<file path="src/opstate_pkg.sv">
// Package with states, timing figures and switch encodings of the operating-state controller.
// Assumes a single 125 MHz module clock.
package opstate_pkg;
    localparam int clk_mhz = 125;
    localparam int lamp_test_us = 100;
    localparam int lamp_test_cycles = lamp_test_us * clk_mhz;
    localparam int init_cycles = 16;
    localparam int fast_half_default = 8;
    localparam int slow_half_default = 64;
    localparam int div_w = 24;
    localparam logic [1:0] mom_mid = 2'h0;
    localparam logic [1:0] mom_up = 2'h1;
    localparam logic [1:0] mom_down = 2'h2;
    localparam logic [16:0] test_w_max = 17'h1ffff;
    typedef enum logic [2:0] {
        st_power_up, st_init, st_check, st_run, st_soft_stop, st_hard_stop
    } op_state_t;
endpackage

</file>
<file path="src/flash_if.sv">
// Interface carrying flash divider settings and flash phases.
// Assumes both ends run on sys_clk.
`timescale 1ns/1ps
`default_nettype none
interface flash_if;
    logic [23:0] fast_half;
    logic [23:0] slow_half;
    logic fast_phase;
    logic slow_phase;
    modport gen (input fast_half, input slow_half, output fast_phase, output slow_phase);
    modport use_end (output fast_half, output slow_half, input fast_phase, input slow_phase);
endinterface
`default_nettype wire

</file>
<file path="src/flash_gen.sv">
// Programmable dividers making rapid and slow flash phases.
// Assumes half-periods are at least one cycle.
`timescale 1ns/1ps
`default_nettype none
module flash_gen (
    // Clock and reset.
    input wire logic sys_clk,
    input wire logic rst,
    // Settings and phases.
    flash_if.gen fl
);
    import opstate_pkg::*;
    typedef struct packed {
        logic [div_w-1:0] fcnt;
        logic [div_w-1:0] scnt;
        logic fph;
        logic sph;
    } fg_t;
    fg_t q, next_q;
    function automatic logic [div_w:0] tick(input logic [div_w-1:0] c, input logic [div_w-1:0] half);
        tick = (c + 24'h1 >= half) ? {1'b1, 24'h0} : {1'b0, c + 24'h1};
    endfunction
    always_comb begin
        logic [div_w:0] f;
        logic [div_w:0] s;
        f = tick(q.fcnt, fl.fast_half);
        s = tick(q.scnt, fl.slow_half);
        next_q = q;
        next_q.fcnt = f[div_w-1:0];
        next_q.scnt = s[div_w-1:0];
        next_q.fph = q.fph ^ f[div_w];
        next_q.sph = q.sph ^ s[div_w];
    end
    always_ff @(posedge sys_clk or posedge rst) begin
        if (rst) begin
            q <= '0;
        end else begin
            q <= next_q;
        end
    end
    assign fl.fast_phase = q.fph;
    assign fl.slow_phase = q.sph;
endmodule
`default_nettype wire

</file>
<file path="src/opstate_ctrl.sv">
// Operating-state controller: run/stop and momentary switches, state sequencing, lamps.
// Assumes switch inputs already debounced and synchronous to sys_clk; rst is power-on.
`timescale 1ns/1ps
`default_nettype none
// Functional notes
// - Run switch and run state: execute program cyclically, green lamp on.
// - Run to stop switch move: soft stop, stop lamp steady, others off.
// - Switch down: reinitialize, erase RAM, then load card if present.
// - Switch up: clear flags, timers, counters, image; call restart block, start program.
// - Soft stop may run soft-stop block cyclically; digital outputs stay inhibited.
// - Hard stop runs nothing, ignores switches, left only by power cycle.
// - Run state: run lamp on, stop and fault lamps off.
// - After power-up all three lamps lit briefly.
// - Initial start and program check: all lamps off.
// - Overall reset requested: soft stop with stop lamp flashing rapidly.
// - Error-caused soft stop: stop lamp flashes slowly.
// - Hard stop: only system fault lamp lit.
module opstate_ctrl #(
    parameter int lamp_test_len = opstate_pkg::lamp_test_cycles
) (
    // Clock and reset.
    input wire logic sys_clk,
    input wire logic rst,
    // Front-panel switches.
    input wire logic run_switch,
    input wire logic [1:0] mom_switch,
    // Events from the processor.
    input wire logic card_present,
    input wire logic erase_done,
    input wire logic copy_done,
    input wire logic check_done,
    input wire logic os_reset_request,
    input wire logic error_event,
    input wire logic fatal_event,
    // Flash settings.
    input wire logic [opstate_pkg::div_w-1:0] fast_half,
    input wire logic [opstate_pkg::div_w-1:0] slow_half,
    // Processor control.
    output logic run_program,
    output logic run_soft_stop_block,
    output logic outputs_inhibited,
    output logic erase_ram,
    output logic copy_card,
    output logic clear_retained,
    output logic call_restart_handler_block,
    output logic resume_program,
    output logic [2:0] state_code,
    // Lamps.
    output logic run_lamp,
    output logic stop_lamp,
    output logic system_fault_lamp
);
    import opstate_pkg::*;
    typedef struct packed {
        op_state_t st;
        logic [16:0] cnt;
        logic run_prev;
        logic ovr_req;
        logic err;
        logic erase;
        logic copy;
        logic clr;
        logic call;
        logic resume;
        logic rl;
        logic sl;
        logic fl;
        logic run_p;
        logic sb;
        logic inh;
    } ctl_t;
    ctl_t q, next_q;
    flash_if fli ();
    assign fli.fast_half = fast_half;
    assign fli.slow_half = slow_half;
    flash_gen u_flash (
        .sys_clk(sys_clk),
        .rst(rst),
        .fl(fli)
    );
    always_comb begin
        next_q = q;
        next_q.run_prev = run_switch;
        next_q.erase = 1'b0;
        next_q.copy = 1'b0;
        next_q.clr = 1'b0;
        next_q.call = 1'b0;
        next_q.resume = 1'b0;
        unique case (q.st)
            st_power_up: begin
                next_q.cnt = q.cnt + 17'h1;
                if (q.cnt >= 17'(lamp_test_len - 1)) begin
                    next_q.st = st_init;
                    next_q.cnt = '0;
                end
            end
            st_init: begin
                next_q.cnt = q.cnt + 17'h1;
                if (q.cnt >= 17'(init_cycles - 1)) begin
                    next_q.st = st_check;
                end
            end
            st_check: begin
                if (check_done && !fatal_event) begin
                    next_q.st = st_soft_stop;
                end
            end
            st_run: begin
                if (!fatal_event) begin
                    if (error_event) begin
                        next_q.err = 1'b1;
                        next_q.st = st_soft_stop;
                    end else if (os_reset_request) begin
                        next_q.ovr_req = 1'b1;
                        next_q.st = st_soft_stop;
                    end else if (q.run_prev && !run_switch) begin
                        next_q.st = st_soft_stop;
                    end
                end
            end
            st_soft_stop: begin
                if (os_reset_request || error_event) begin
                    next_q.ovr_req = q.ovr_req | os_reset_request;
                    next_q.err = q.err | error_event;
                end else if (fatal_event) begin
                    next_q.st = st_hard_stop;
                end else if (mom_switch == mom_down) begin
                    next_q.ovr_req = 1'b1;
                    next_q.erase = 1'b1;
                end else if (q.erase || q.copy) begin
                    // Copying starts only once the erase has finished, so the card never lands in stale RAM.
                    next_q.erase = q.erase & ~erase_done;
                    next_q.copy = (q.copy & ~copy_done) | (q.erase & erase_done & card_present);
                    if ((q.erase && erase_done && !card_present) || (q.copy && copy_done)) begin
                        next_q.ovr_req = 1'b0;
                    end
                end else if (run_switch && !q.ovr_req && mom_switch == mom_up) begin
                    next_q.clr = 1'b1;
                    next_q.call = 1'b1;
                    next_q.err = 1'b0;
                    next_q.st = st_run;
                end else if (run_switch && !q.ovr_req && !q.err && !q.run_prev) begin
                    next_q.resume = 1'b1;
                    next_q.st = st_run;
                end
            end
            st_hard_stop: begin
                next_q.st = st_hard_stop;
            end
        endcase
        // A fatal event wins over any move that the state itself chose, in every state but power-up.
        if (fatal_event && q.st != st_power_up) begin
            next_q.st = st_hard_stop;
        end
        next_q.run_p = next_q.st == st_run;
        next_q.sb = next_q.st == st_soft_stop;
        next_q.inh = next_q.st != st_run;
        next_q.rl = next_q.st == st_run || next_q.st == st_power_up;
        next_q.fl = next_q.st == st_hard_stop || next_q.st == st_power_up;
        if (next_q.st == st_soft_stop) begin
            if (next_q.ovr_req) begin
                next_q.sl = fli.fast_phase;
            end else if (next_q.err) begin
                next_q.sl = fli.slow_phase;
            end else begin
                next_q.sl = 1'b1;
            end
        end else begin
            next_q.sl = next_q.st == st_power_up;
        end
    end
    always_ff @(posedge sys_clk or posedge rst) begin
        if (rst) begin
            q <= '{st: st_power_up, rl: 1'b1, sl: 1'b1, fl: 1'b1, inh: 1'b1, default: '0};
        end else begin
            q <= next_q;
        end
    end
    assign run_program = q.run_p;
    assign run_soft_stop_block = q.sb;
    assign outputs_inhibited = q.inh;
    assign erase_ram = q.erase;
    assign copy_card = q.copy;
    assign clear_retained = q.clr;
    assign call_restart_handler_block = q.call;
    assign resume_program = q.resume;
    assign state_code = q.st;
    assign run_lamp = q.rl;
    assign stop_lamp = q.sl;
    assign system_fault_lamp = q.fl;

    hard_stop_sticks_a: assert property (@(posedge sys_clk) disable iff (rst)
        q.st == st_hard_stop |=> q.st == st_hard_stop) else $error("left hard stop");
    hard_lamps_a: assert property (@(posedge sys_clk) disable iff (rst)
        q.st == st_hard_stop |=> system_fault_lamp && !run_lamp && !stop_lamp) else $error("hard lamps");
    run_lamps_a: assert property (@(posedge sys_clk) disable iff (rst)
        q.st == st_run |-> run_lamp && !stop_lamp && !system_fault_lamp && run_program) else $error("run lamps");
    soft_inhibit_a: assert property (@(posedge sys_clk) disable iff (rst)
        q.st == st_soft_stop |-> outputs_inhibited && !run_program) else $error("outputs live");
    check_dark_a: assert property (@(posedge sys_clk) disable iff (rst)
        q.st inside {st_init, st_check} |-> !run_lamp && !stop_lamp && !system_fault_lamp) else $error("lit");
    stop_entry_a: assert property (@(posedge sys_clk) disable iff (rst)
        q.st == st_run && q.run_prev && !run_switch && !fatal_event && !error_event && !os_reset_request
        |=> q.st == st_soft_stop && stop_lamp) else $error("no stop");
    reset_call_a: assert property (@(posedge sys_clk) disable iff (rst)
        $rose(call_restart_handler_block) |-> clear_retained && q.st == st_run) else $error("no restart call");
    overall_erase_a: assert property (@(posedge sys_clk) disable iff (rst)
        erase_ram |-> q.ovr_req && q.st == st_soft_stop) else $error("stray erase");
    power_lamps_a: assert property (@(posedge sys_clk) disable iff (rst)
        q.st == st_power_up |-> run_lamp && stop_lamp && system_fault_lamp) else $error("no lamp test");
    resume_keep_a: assert property (@(posedge sys_clk) disable iff (rst)
        resume_program |-> !clear_retained && q.st == st_run) else $error("resume cleared");
    fast_flash_a: assert property (@(posedge sys_clk) disable iff (rst)
        q.st == st_soft_stop && q.ovr_req |-> stop_lamp == $past(fli.fast_phase)) else $error("no rapid flash");
    slow_flash_a: assert property (@(posedge sys_clk) disable iff (rst)
        q.st == st_soft_stop && !q.ovr_req && q.err |-> stop_lamp == $past(fli.slow_phase)) else $error("no slow flash");
    copy_after_erase_a: assert property (@(posedge sys_clk) disable iff (rst)
        $rose(copy_card) |-> $past(erase_ram) && !erase_ram) else $error("copy before erase end");
    cov_resume: cover property (@(posedge sys_clk) disable iff (rst) resume_program);
    cov_run: cover property (@(posedge sys_clk) disable iff (rst) q.st == st_run);
    cov_ovr: cover property (@(posedge sys_clk) disable iff (rst) erase_ram);
    cov_err: cover property (@(posedge sys_clk) disable iff (rst) q.err && q.st == st_soft_stop);
    cov_hard: cover property (@(posedge sys_clk) disable iff (rst) q.st == st_hard_stop);
endmodule
`default_nettype wire

</file>
<file path="config.mk">
export PLATFORM = sky130hd
export DESIGN_NAME = opstate_ctrl
export DESIGN_NICKNAME = d
export VERILOG_FILES = /design/src/opstate_pkg.sv /design/src/flash_if.sv /design/src/flash_gen.sv /design/src/opstate_ctrl.sv
export SDC_FILE = /design/constraint.sdc
export NUM_CORES = 1
export LEC_CHECK = 0
export ABC_AREA = 1
export BUFFER_PORTS_ARGS = -buffer_cell sky130_fd_sc_hd__buf_2
export CAP_MARGIN = 25
export CORE_ASPECT_RATIO = 1.25
export CORE_MARGIN = 10
export CORE_UTILIZATION = 43
export CTS_CLUSTER_DIAMETER = 100
export DETAILED_ROUTE_END_ITERATION = 10
export GPL_TIMING_DRIVEN = 1
export HOLD_SLACK_MARGIN = 0.02
export SYNTH_ARGS = -nofsm -noshare
export SYNTH_HDL_FRONTEND = slang
export SYNTH_SLANG_ARGS = --single-unit
</file>
<file path="constraint.sdc">
create_clock -name sys_clk -period 3.2 [get_ports sys_clk]
set_input_delay 0.16 -clock sys_clk [delete_from_list [all_inputs] [get_ports sys_clk]]
set_output_delay 0.16 -clock sys_clk [all_outputs]
set_load 0.05 [all_outputs]
</file>
# == Word level (Yosys, flattened, before mapping) ==
# Cells that the tools add are included.
# classes
n_addsub,3
magnitude_cmp,4
n_eq_ne,11
mux,43
n_bitwise,11
n_reduce_logical,25
# ops
op,count
25-bit two-way mux,2
24-bit by 1-bit adder with 24-bit output (second input constant),2
24-bit greater-or-equal comparator,2
3-bit two-way mux,14
17-bit case mux with 2 select lines,1
20-bit two-way mux,1
3-bit case mux with 6 select lines,1
17-bit by 1-bit adder with 17-bit output (second input constant),1
17-bit by 14-bit greater-or-equal comparator with 1-bit output (second input constant),1
17-bit by 4-bit greater-or-equal comparator with 1-bit output (second input constant),1
1-bit two-way mux,15
3-bit == test (second input constant),4
1-bit logical AND,10
5-bit two-way mux,2
3-bit by 2-bit == test with 1-bit output (second input constant),3
2-bit two-way mux,4
7-bit two-way mux,1
1-bit logical NOT,6
3-bit logical NOT,2
1-bit logical OR,5
1-bit bitwise AND,4
4-bit two-way mux,1
2-bit case mux with 2 select lines,1
3-bit by 1-bit == test with 1-bit output (second input constant),1
other kinds (8),12
# word_totals
ff_bits,84
out_inout_bits,14
wordCells,117

# == Longest topological paths before layout ==
# Gate-level depths: netlist of run 1.
# logic_depth
word_depth,14
ltp_mapped,20

# == By module ==
# A second synthesis of run 1 with hierarchy kept.
# unflattened
hier_cells,922
area_unflattened_um2,6354.8
# by_module_without_submodules
mod,n_inst,cells_per_inst,area_per_inst_um2,seq_area_each_um2
flash_gen,1,636,4279.1,1251.2
opstate_ctrl,1,286,2075.7,830.8

# == Worst setup path after synthesis of run 1 ==
# OpenSTA, ideal clock, no wires.
# synth_path
kind,register to register
startpoint,register u_flash.q[26] (netlist bit)
endpoint,register u_flash.q[28] (netlist bit)
setup_time_ns,0.072
arrival_ns,2.684
required_ns,3.128
setup_slack_ns,0.444
stages_incl_launch_ff,21
n_path_buf,1
synth_period_minus_slack_ns,2.756
cell_sequence,dfrtp_1 ha_1 nand2_2 nor2_4 nand2_4 nor3_4 nand3_2 nor2_4 nand2_2 xor2_1 inv_1 ha_1 nand2_1 inv_1 o21ai_1 a21oi_1 nor2_1 a21boi_1 nand3_2 buf_2 nor2_1
# synth_lines
item,line_no,rtl
from (decl),flash_gen.sv:19,"fg_t q, next_q;"
from (signal assigned),flash_gen.sv:38,q <= next_q;

==> results of run 1 <==
through the flow:
| step | utilization, % | total power [mW] | instance area [sq um] | worst slack, ps |
|---|---|---|---|---|
| 6_report | 50.7 | 3.20 | 7010 | 276 |
| 5_1_grt | 50.7 | 3.45 | 7010 | -0.358 |
| 3_3_place_gp | 48.2 | 2.14 | 6660 | 293 |
| 3_5_place_dp | 48.2 | 2.15 | 6660 | 249 |
| 2_1_floorplan | - | 1.90 | 6060 | 444 |
| 4_1_cts | 50.5 | 3.23 | 6980 | 221 |
what timing repair did:
item                                   4_1_cts  5_1_grt
endpoints found under the hold margin       35        0
setup buffers                                0        1
setup endpoints to repair                    0       50
resized for setup                            0        5
hold buffers                                 2        0
power by group through the flow:
stage               clock network (mW)  logic (mW)  registers (mW)
detailed placement                   0       0.845            1.31
floorplan                            0       0.617            1.29
finish                            1.06       0.841            1.29
CTS                               1.09       0.856            1.29
global placement                     0       0.834            1.31
global route                      1.12        1.02            1.31
kinds of logic after synthesis:
logic type | Yosys count | share of synthesized area (%)
compound gates | 68 | 6.21
xor+xnor | 37 | 5.47
fa+ha+maj | 51 | 10.5
buf+inv | 181 | 11.7
flops | 83 | 34.4
simple gates | 409 | 31.7
critical path: stages (launching register included):
cell	delay, ps
dfrtp_1	400
ha_1	200
nand2_2	90
nor2_4	150
nand3_4	110
nor2_4	110
nand3_2	100
nor2_2	140
nand2_1	80
xor2_1	170
inv_1	70
ha_1	270
nand2_1	50
inv_1	60
nand3_1	80
nor2_2	160
nand4_1	190
nand3_2	150
buf_12	170
nor2_1	60
cell usage after synthesis (6+ instances only):
| library cell | instances |
|---|---|
| a21oi_1 | 35 |
| dfrtp_1 | 79 |
| ha_1 | 51 |
| inv_1 | 164 |
| inv_2 | 6 |
| nand2_1 | 156 |
| nand2_2 | 8 |
| nand3_1 | 29 |
| nand3_2 | 6 |
| nand4_1 | 25 |
| nor2_1 | 121 |
| nor2_2 | 12 |
| nor2_4 | 8 |
| nor3_1 | 19 |
| nor4_1 | 9 |
| o21ai_0 | 13 |
| o21ai_1 | 6 |
| xnor2_1 | 8 |
| xor2_1 | 28 |
how the worst min path moves through the flow:
stage,endpoint,cells after the start
after floorplan,q[13],0
final,copy_card,4
after global routing,erase_ram,4
after global placement,u_flash.q[19],2
after detailed placement,u_flash.q[17],2
after CTS,copy_card,4
metal layers:
metal | global-route usage, % | wire length [um] | vias up
met5 | 0 | 0 | -
met4 | 5.98 | 344 | 0
met3 | 2.96 | 581 | 22
met2 | 27.3 | 7320 | 102
met1 | 16.4 | 5760 | 2376
li1 | - | - | 2756
layout make-up:
cell class	count	share of cell area [%]
multi-input cells	565	46.9
flip-flops and latches	83	29.7
inverters	170	9.12
repair buffers	83	6.89
clock buffers	9	3.21
well taps	175	3.12
clock inverters	7	1.05
==> impl_metrics.yaml, run 1 <==
logic_synthesis:
  synthCells: 829
  synth_warnings: 0
  ys_types: 43
  syn_area_sq_um: 6060
  ys_top_cells_by_area: "dfrtp_1 33%, ha_1 11%, inv_1 10%, nand2_1 9.7%, nor2_1 7.5%"
  synth_enable_flop_cells: 0
  synth_top_area_share_pct: 32.6
  syn_avg_cell_area_sq_um: 7.31
  yosys.area.top_type: "dfrtp_1"
  yosys_most_used_dff: "dfrtp_1"
  ys_seq_area_share_pct: 34.4
  syn-num-nets: 940
  synth-seq-cells: 83
  async_flop_share_pct: 100
worst_setup_path:
  crit_path_max_fanout: 25
  cp-end-kind: "register"
  endpoint: "u_flash.q[6]"
  startpoint_type: "register"
  rr_worst_depth: 19
  crit_type: "reg2reg"
  r2r_end: "u_flash.q[6]"
  cp.arrival_ps: 3150
  r2r_start: "u_flash.q[2]"
  crit_start: "u_flash.q[2]"
  cp.required_ps: 3430
  reg2reg_slack_ps: 280
routing:
  ant_nets: 0
  wl_per_cell_um: 12.8
  routed_wl_mm: 14.0
  drt-vias-per-instance: 4.81
  first_iter_violations: 264
  dr.pass1.iters: 4
  via_count: 5256
  drc: 0
clocking:
  clock_latency_ps: 340
  root_buffer: "clkbuf_16"
  cts_tree: "yes"
  cts_made_buffers: 9
  clk_pin_slew_ps: 70
  htreeDepth: 3
  cts_max_path_buffers: 2
  cts_sinks: 83
cells_and_area:
  n_antenna_cell: 0
  fin_cells: 1092
  layout_commonest_cell: "inv_1"
  layout_common_cells: "163 x inv_1, 156 x nand2_1, 119 x nor2_1"
  finish.net_count: 1023
  regMostFlops: "u_flash.q"
  area_growth_pct: 15.7
  drive_gt1_share_pct: 17.7
  multi_input_area_sq_um: 3290
  largest_register_ffs: 48
  fillers: 1371
  seq_area_sq_um: 2080
floorplan:
  initial_core_util_pct: 43.9
  die_w_um: 126
  die_h_um: 153
  pin_count: 74
  die_area_sq_um: 19300
  rows: 48
  core-area_sq_um: 13800
global_routing:
  antenna_found_initial: 0
  grtUsageTotal_pct: 15.0
  grt_max_degree: 48
  grt_pass1_wl_mm: 24.3
  grt_overflow: 0
  grt_pass1_vias: 5426
sta:
  max_freq_mhz: 342
  final.min_clock_period_ps: 2920
  timing.final.max_slew_violations: 0
  finalHoldViolCount: 0
  fin_tns_setup_ps: 0
  setup_viol: 0
  holdWs_ps: 73.5
  clock_skew_ps: 6.68
  worst_pin_slew_ps: 664
  fin_crit_sh_pct: 91.4
  slew_headroom_pct: 55.7
power:
  p_seq_share_pct: 40.5
  intPower_mw: 2.13
  switching_share_pct: 33.3
  clockPowerShare_pct: 33.2
  power_density_nw_per_um2: 456
  irDropWorstVdd_mv: 0.239
  netSwitchingPower_mw: 1.06
  power_frac_comb_pct: 26.3
  leakagePower_nw: 3.96
placement:
  io_buffers: 73
  placed_cells: 1073
  globalplace.congestion: 0.884
  place_hpwl_mm: 11.4
min_path:
  hold_class: "in2reg"
  hp-start: "copy_done"
run:
  maxCapViolations: 0
outcome:
  status: "complete, no violations"
(Power assumes the default switching activity.)
==> run 2, diff against run 1 <==
MAX_ROUTING_LAYER = met4   (was default)
==> run 2 against run 1 <==
  * Clock power is essentially flat
  * Worst hold slack improved by 1.1 ps
  * Sequential power is essentially flat
  * Sequential cell count unchanged
  * Highest routed layer unchanged
  * Critical path depth grew 2
  * Sequential share of layout area fell by 0.074 points
  * First-iteration DRC count grew 16%
  * Final cell count unchanged
  * Count of clock-buffer cells in the layout unchanged
  * Non-clock buffer count is the same
  * Worst setup slack improved by 58 ps
  * Via count is 1.5% lower
==> impl_metrics.yaml, run 2 (same netlist as run 1, synthesis figures left out) <==
clocking:
  cts_tree: "yes"
  clock_latency_ps: 340
  cts_sinks: 83
  cts_max_path_buffers: 2
  htreeDepth: 3
  cts_made_buffers: 9
  clk_pin_slew_ps: 70
  root_buffer: "clkbuf_16"
sta:
  setup_viol: 0
  max_freq_mhz: 349
  finalHoldViolCount: 0
  clock_skew_ps: 7.75
  fin_crit_sh_pct: 89.6
  worst_pin_slew_ps: 718
  final.min_clock_period_ps: 2870
  slew_headroom_pct: 52.1
  holdWs_ps: 74.6
  timing.final.max_slew_violations: 0
cells_and_area:
  drive_gt1_share_pct: 17.7
  layout_common_cells: "163 x inv_1, 156 x nand2_1, 119 x nor2_1"
  area_growth_pct: 15.9
  finish.net_count: 1023
  layout_commonest_cell: "inv_1"
  n_antenna_cell: 0
  regMostFlops: "u_flash.q"
  largest_register_ffs: 48
floorplan:
  die_h_um: 153
  core-area_sq_um: 13800
  rows: 48
  die_area_sq_um: 19300
  die_w_um: 126
  pin_count: 74
  initial_core_util_pct: 43.9
global_routing:
  grt_overflow: 0
  grt_pass1_wl_mm: 23.9
  grt_pass1_vias: 5264
  antenna_found_initial: 0
  grt_max_degree: 46
  grtUsageTotal_pct: 15.2
worst_setup_path:
  crit_type: "reg2reg"
  crit_path_max_fanout: 25
  cp-end-kind: "register"
  startpoint_type: "register"
  cp.arrival_ps: 3100
  cp.required_ps: 3440
routing:
  first_iter_violations: 305
  drt-vias-per-instance: 4.74
  routed_wl_mm: 13.8
  dr.pass1.iters: 4
  ant_nets: 0
  wl_per_cell_um: 12.6
  drc: 0
  via_count: 5178
outcome:
  status: "complete, no violations"
placement:
  io_buffers: 73
  place_hpwl_mm: 11.3
  globalplace.congestion: 0.913
run:
  maxCapViolations: 0
power:
  irDropWorstVdd_mv: 0.306
  leakagePower_nw: 3.96
  power.total_mw: 3.22
  power_density_nw_per_um2: 458
min_path:
  hold_class: "in2reg"
==> run 2: cell types whose count changed in the layout (fill, tap and decap cells not counted), sizes merged <==
cell      previous run  this run
clkinvlp             1         0
clkinv               3         4
==> run 2: what timing repair did <==
item | in CTS | in global routing
buffers inserted | 0 | 1
hold buffers | 2 | 0
endpoints found under the hold margin | 37 | 0
resized for setup | 0 | 6
endpoints found under the setup margin | 0 | 50
==> run 2: where the power goes <==
group / total (mW) / switching (mW) / internal (mW)
sequential: 1.30 / 0.120 / 1.18
clock: 1.07 / 0.455 / 0.617
combinational: 0.852 / 0.498 / 0.353
==> run 2: final cells by class <==
class | count | area (sq um)
flip-flops and latches | 83 | 2080
clock buffers | 9 | 225
clock inverters | 7 | 82.6
multi-input cells | 565 | 3290
well taps | 175 | 219
inverters | 170 | 639
fillers | 1419 | 6790
repair buffers | 83 | 483
==> run 2: metal layers <==
metal | wire (um) | vias up | global-route usage (%)
li1 | - | 2771 | -
met1 | 5960 | 2331 | 16.7
met2 | 7270 | 61 | 27.1
met3 | 315 | 15 | 2.23
met4 | 261 | 0 | 5.27
met5 | 0 | - | -
==> run 2: critical path, cell delays in order (launching register included) <==
cell and delay (ps):
dfrtp_1 360, ha_1 180, nand2_2 90, nor2_4 160
nand2_4 80, nor3_4 150, nand3_2 130, nor2_4 120
nand2_2 70, xor2_2 150, inv_1 60, ha_1 260
nand2_1 60, inv_1 40, o21ai_1 60, a21oi_1 70
nor2_1 90, a21boi_1 220, nand3_2 120, buf_12 180
nand2_1 60, nand2_1 40
==> run 2: worst paths after layout <==
check / from / end / slack [ps] / cells after the start
min reg2reg: u_flash.q[2] / u_flash.q[2] / 500 / 1
min in group asynchronous: rst / u_flash.q[25] / 450 / 3
max: u_flash.q[27] / u_flash.fl.fast_phase / 330 / 21
max in group asynchronous: rst / stop_lamp / 2010 / 4
max reg2reg: u_flash.q[27] / u_flash.fl.fast_phase / 330 / 21
min: copy_done / copy_card / 70 / 4
==> run 2: metrics by stage <==
stage	worst slack, ps	area (sq um)	std cells	setup TNS (ps)	utilization [%]
finish	334	7030	1092	0	50.9
detailed placement	243	6660	1073	0	48.2
floorplan	444	6060	829	0	-
global route	-0.300	7030	1092	-0.300	50.9
global placement	284	6660	1073	0	48.2
CTS	209	6990	1091	0	50.6
==> run 3, diff against run 2 <==
BUFFER_PORTS_ARGS = default   (was -buffer_cell sky130_fd_sc_hd__buf_2)
DONT_BUFFER_PORTS = 1   (was default)
==> run 3 against run 2 <==
  * Worst setup slack lost 30 ps
  * Sequential power is essentially flat
  * Combinational power decreased by 3.3%
  * Largest cell class unchanged
  * Largest power group unchanged
  * Highest routed layer unchanged
==> impl_metrics.yaml, run 3 (same netlist as run 1, synthesis figures left out) <==
floorplan:
  die_area_sq_um: 19300
  die_h_um: 153
  core-area_sq_um: 13800
  rows: 48
  initial_core_util_pct: 43.9
  pin_count: 74
  die_w_um: 126
sta:
  finalHoldViolCount: 0
  timing.final.max_slew_violations: 0
  worst_pin_slew_ps: 881
  layout_setup_ws_ps: 304
  clock_skew_ps: 6.21
  slew_headroom_pct: 41.3
  max_freq_mhz: 345
  final.min_clock_period_ps: 2900
  fin_crit_sh_pct: 90.5
  setup_viol: 0
worst_setup_path:
  crit_top_cell: "nor2_4"
  cp-end-kind: "register"
  cp_top_family: "simple AND/OR/NAND/NOR gates"
  crit_path_max_fanout: 25
  cp.depth: 19
  cp.required_ps: 3420
  rr_worst_depth: 19
  startpoint_type: "register"
  crit_chain: "ha_1 -> nand2_2 -> nor2_4 -> nand3_4 -> nor2_4 -> nand3_2 -> nor2_2 -> nand2_1 -> xor2_1 -> inv_1 -> ha_1 -> nand2_1 -> inv_1 -> nand3_1 -> nor2_4 -> nand4_1 -> nand3_2 -> buf_12 -> nor2_1"
  slowest_stage: "dfrtp_1"
  cpPeakStageDelay_ps: 390
  cp_num_buf_inv: 3
  crit_type: "reg2reg"
  cp.arrival_ps: 3110
power:
  power.total_mw: 3.16
  irDropWorstVdd_mv: 0.288
  power_density_nw_per_um2: 472
  leakagePower_nw: 3.69
clocking:
  cts_made_buffers: 9
  clk_pin_slew_ps: 60
  cts_max_path_buffers: 2
  clock_latency_ps: 340
  cts_sinks: 83
  cts_tree: "yes"
  root_buffer: "clkbuf_16"
  htreeDepth: 3
cells_and_area:
  area_growth_pct: 10.5
  n_antenna_cell: 0
  largest_register_ffs: 48
  regMostFlops: "u_flash.q"
  layout_commonest_cell: "inv_1"
  drive_gt1_share_pct: 10.6
  fin_area_sq_um: 6700
  fin_cells: 1026
  finish.net_count: 957
  layout_common_cells: "163 x inv_1, 156 x nand2_1, 119 x nor2_1"
placement:
  globalplace.congestion: 0.952
  io_buffers: 0
  preCtsSetupSlack_ps: 212
  placed_cells: 1001
  dpl_cell_area_sq_um: 6290
  place_hpwl_mm: 11.4
global_routing:
  grt_pass1_wl_mm: 23.6
  grtUsageTotal_pct: 15.1
  grt_overflow: 0
  antenna_found_initial: 0
  grt_max_degree: 39
  grt_pass1_vias: 5061
routing:
  first_iter_violations: 241
  routed_wl_mm: 14.0
  dr.pass1.iters: 4
  ant_nets: 0
  drc: 0
  via_count: 4989
  wl_per_cell_um: 13.7
  drt-vias-per-instance: 4.86
min_path:
  hold_class: "in2reg"
  holdPathStages: 4
run:
  maxCapViolations: 0
outcome:
  status: "complete, no violations"
[run 3: cell types whose count changed in the layout (fill, tap and decap cells not counted)]
cell,delta
buf_2,-73
xor2_1,+1
buf_12,-1
inv_6,-3
dlygate4sd3_1,+5
clkbuf_1,+1
clkbuf_8,+1
clkinv_2,+3
buf_4,+3
clkinv_4,-3
a21boi_1,-1
a21boi_2,+1
clkinvlp_4,+1
xor2_2,-1
[run 3: per-stage QoR]
step	hold WS (ps)	TNS [ps]	utilization (%)
finish	75.8	0	48.5
global route	87.6	-132	48.5
CTS	54.7	0	48.2
detailed placement	176	0	45.5
global placement	165	0	45.5
floorplan	191	0	-
[run 3: power breakdown]
| group | internal [mW] | switching (mW) | leakage (nW) |
|---|---|---|---|
| sequential | 1.18 | 0.118 | 1.10 |
| clock | 0.622 | 0.418 | 0.145 |
| combinational | 0.338 | 0.486 | 2.44 |
| total | 2.14 | 1.02 | 3.69 |
[run 3: per-layer routing]
layer	vias to the layer above	wire length (um)	global-route usage (%)	share of wire [%]
li1	2620	-	-	-
met1	2288	6020	16.7	43
met2	65	7320	26.7	52
met3	16	451	2.85	3.2
met4	0	246	5.00	1.8
met5	-	0	-	0
[run 3: layout make-up]
| cell class | instances | area [sq um] |
|---|---|---|
| clock buffers | 11 | 243 |
| clock inverters | 5 | 52.6 |
| fillers | 1428 | 7120 |
| inverters | 170 | 639 |
| multi-input cells | 565 | 3290 |
| flip-flops and latches | 83 | 2080 |
| well taps | 175 | 219 |
| repair buffers | 17 | 170 |
[run 3: worst register-to-register path: stages, from the launching register on]
cell,delay [ps]
dfrtp_1,390
ha_1,190
nand2_2,80
nor2_4,150
nand3_4,110
nor2_4,110
nand3_2,100
nor2_2,140
nand2_1,80
xor2_1,170
inv_1,60
ha_1,270
nand2_1,50
inv_1,60
nand3_1,110
nor2_4,140
nand4_1,180
nand3_2,150
buf_12,170
nor2_1,70
[run 3: worst paths after layout]
| path | end | slack, ps | startpoint |
|---|---|---|---|
| max | u_flash.q[6] | 300 | u_flash.q[2] |
| min | q[11] | 80 | error_event |
| max reg2reg | u_flash.q[6] | 300 | u_flash.q[2] |
| min reg2reg | u_flash.q[2] | 500 | u_flash.q[2] |
| max in group asynchronous | stop_lamp | 2030 | rst |
| min in group asynchronous | u_flash.q[25] | 360 | rst |
[run 3: timing repair]
item / in CTS / in global routing
setup buffers: 0 / 2
hold endpoints to repair: 40 / 0
setup endpoints to repair: 0 / 50
hold buffers: 7 / 0
gates resized for setup: 0 / 6
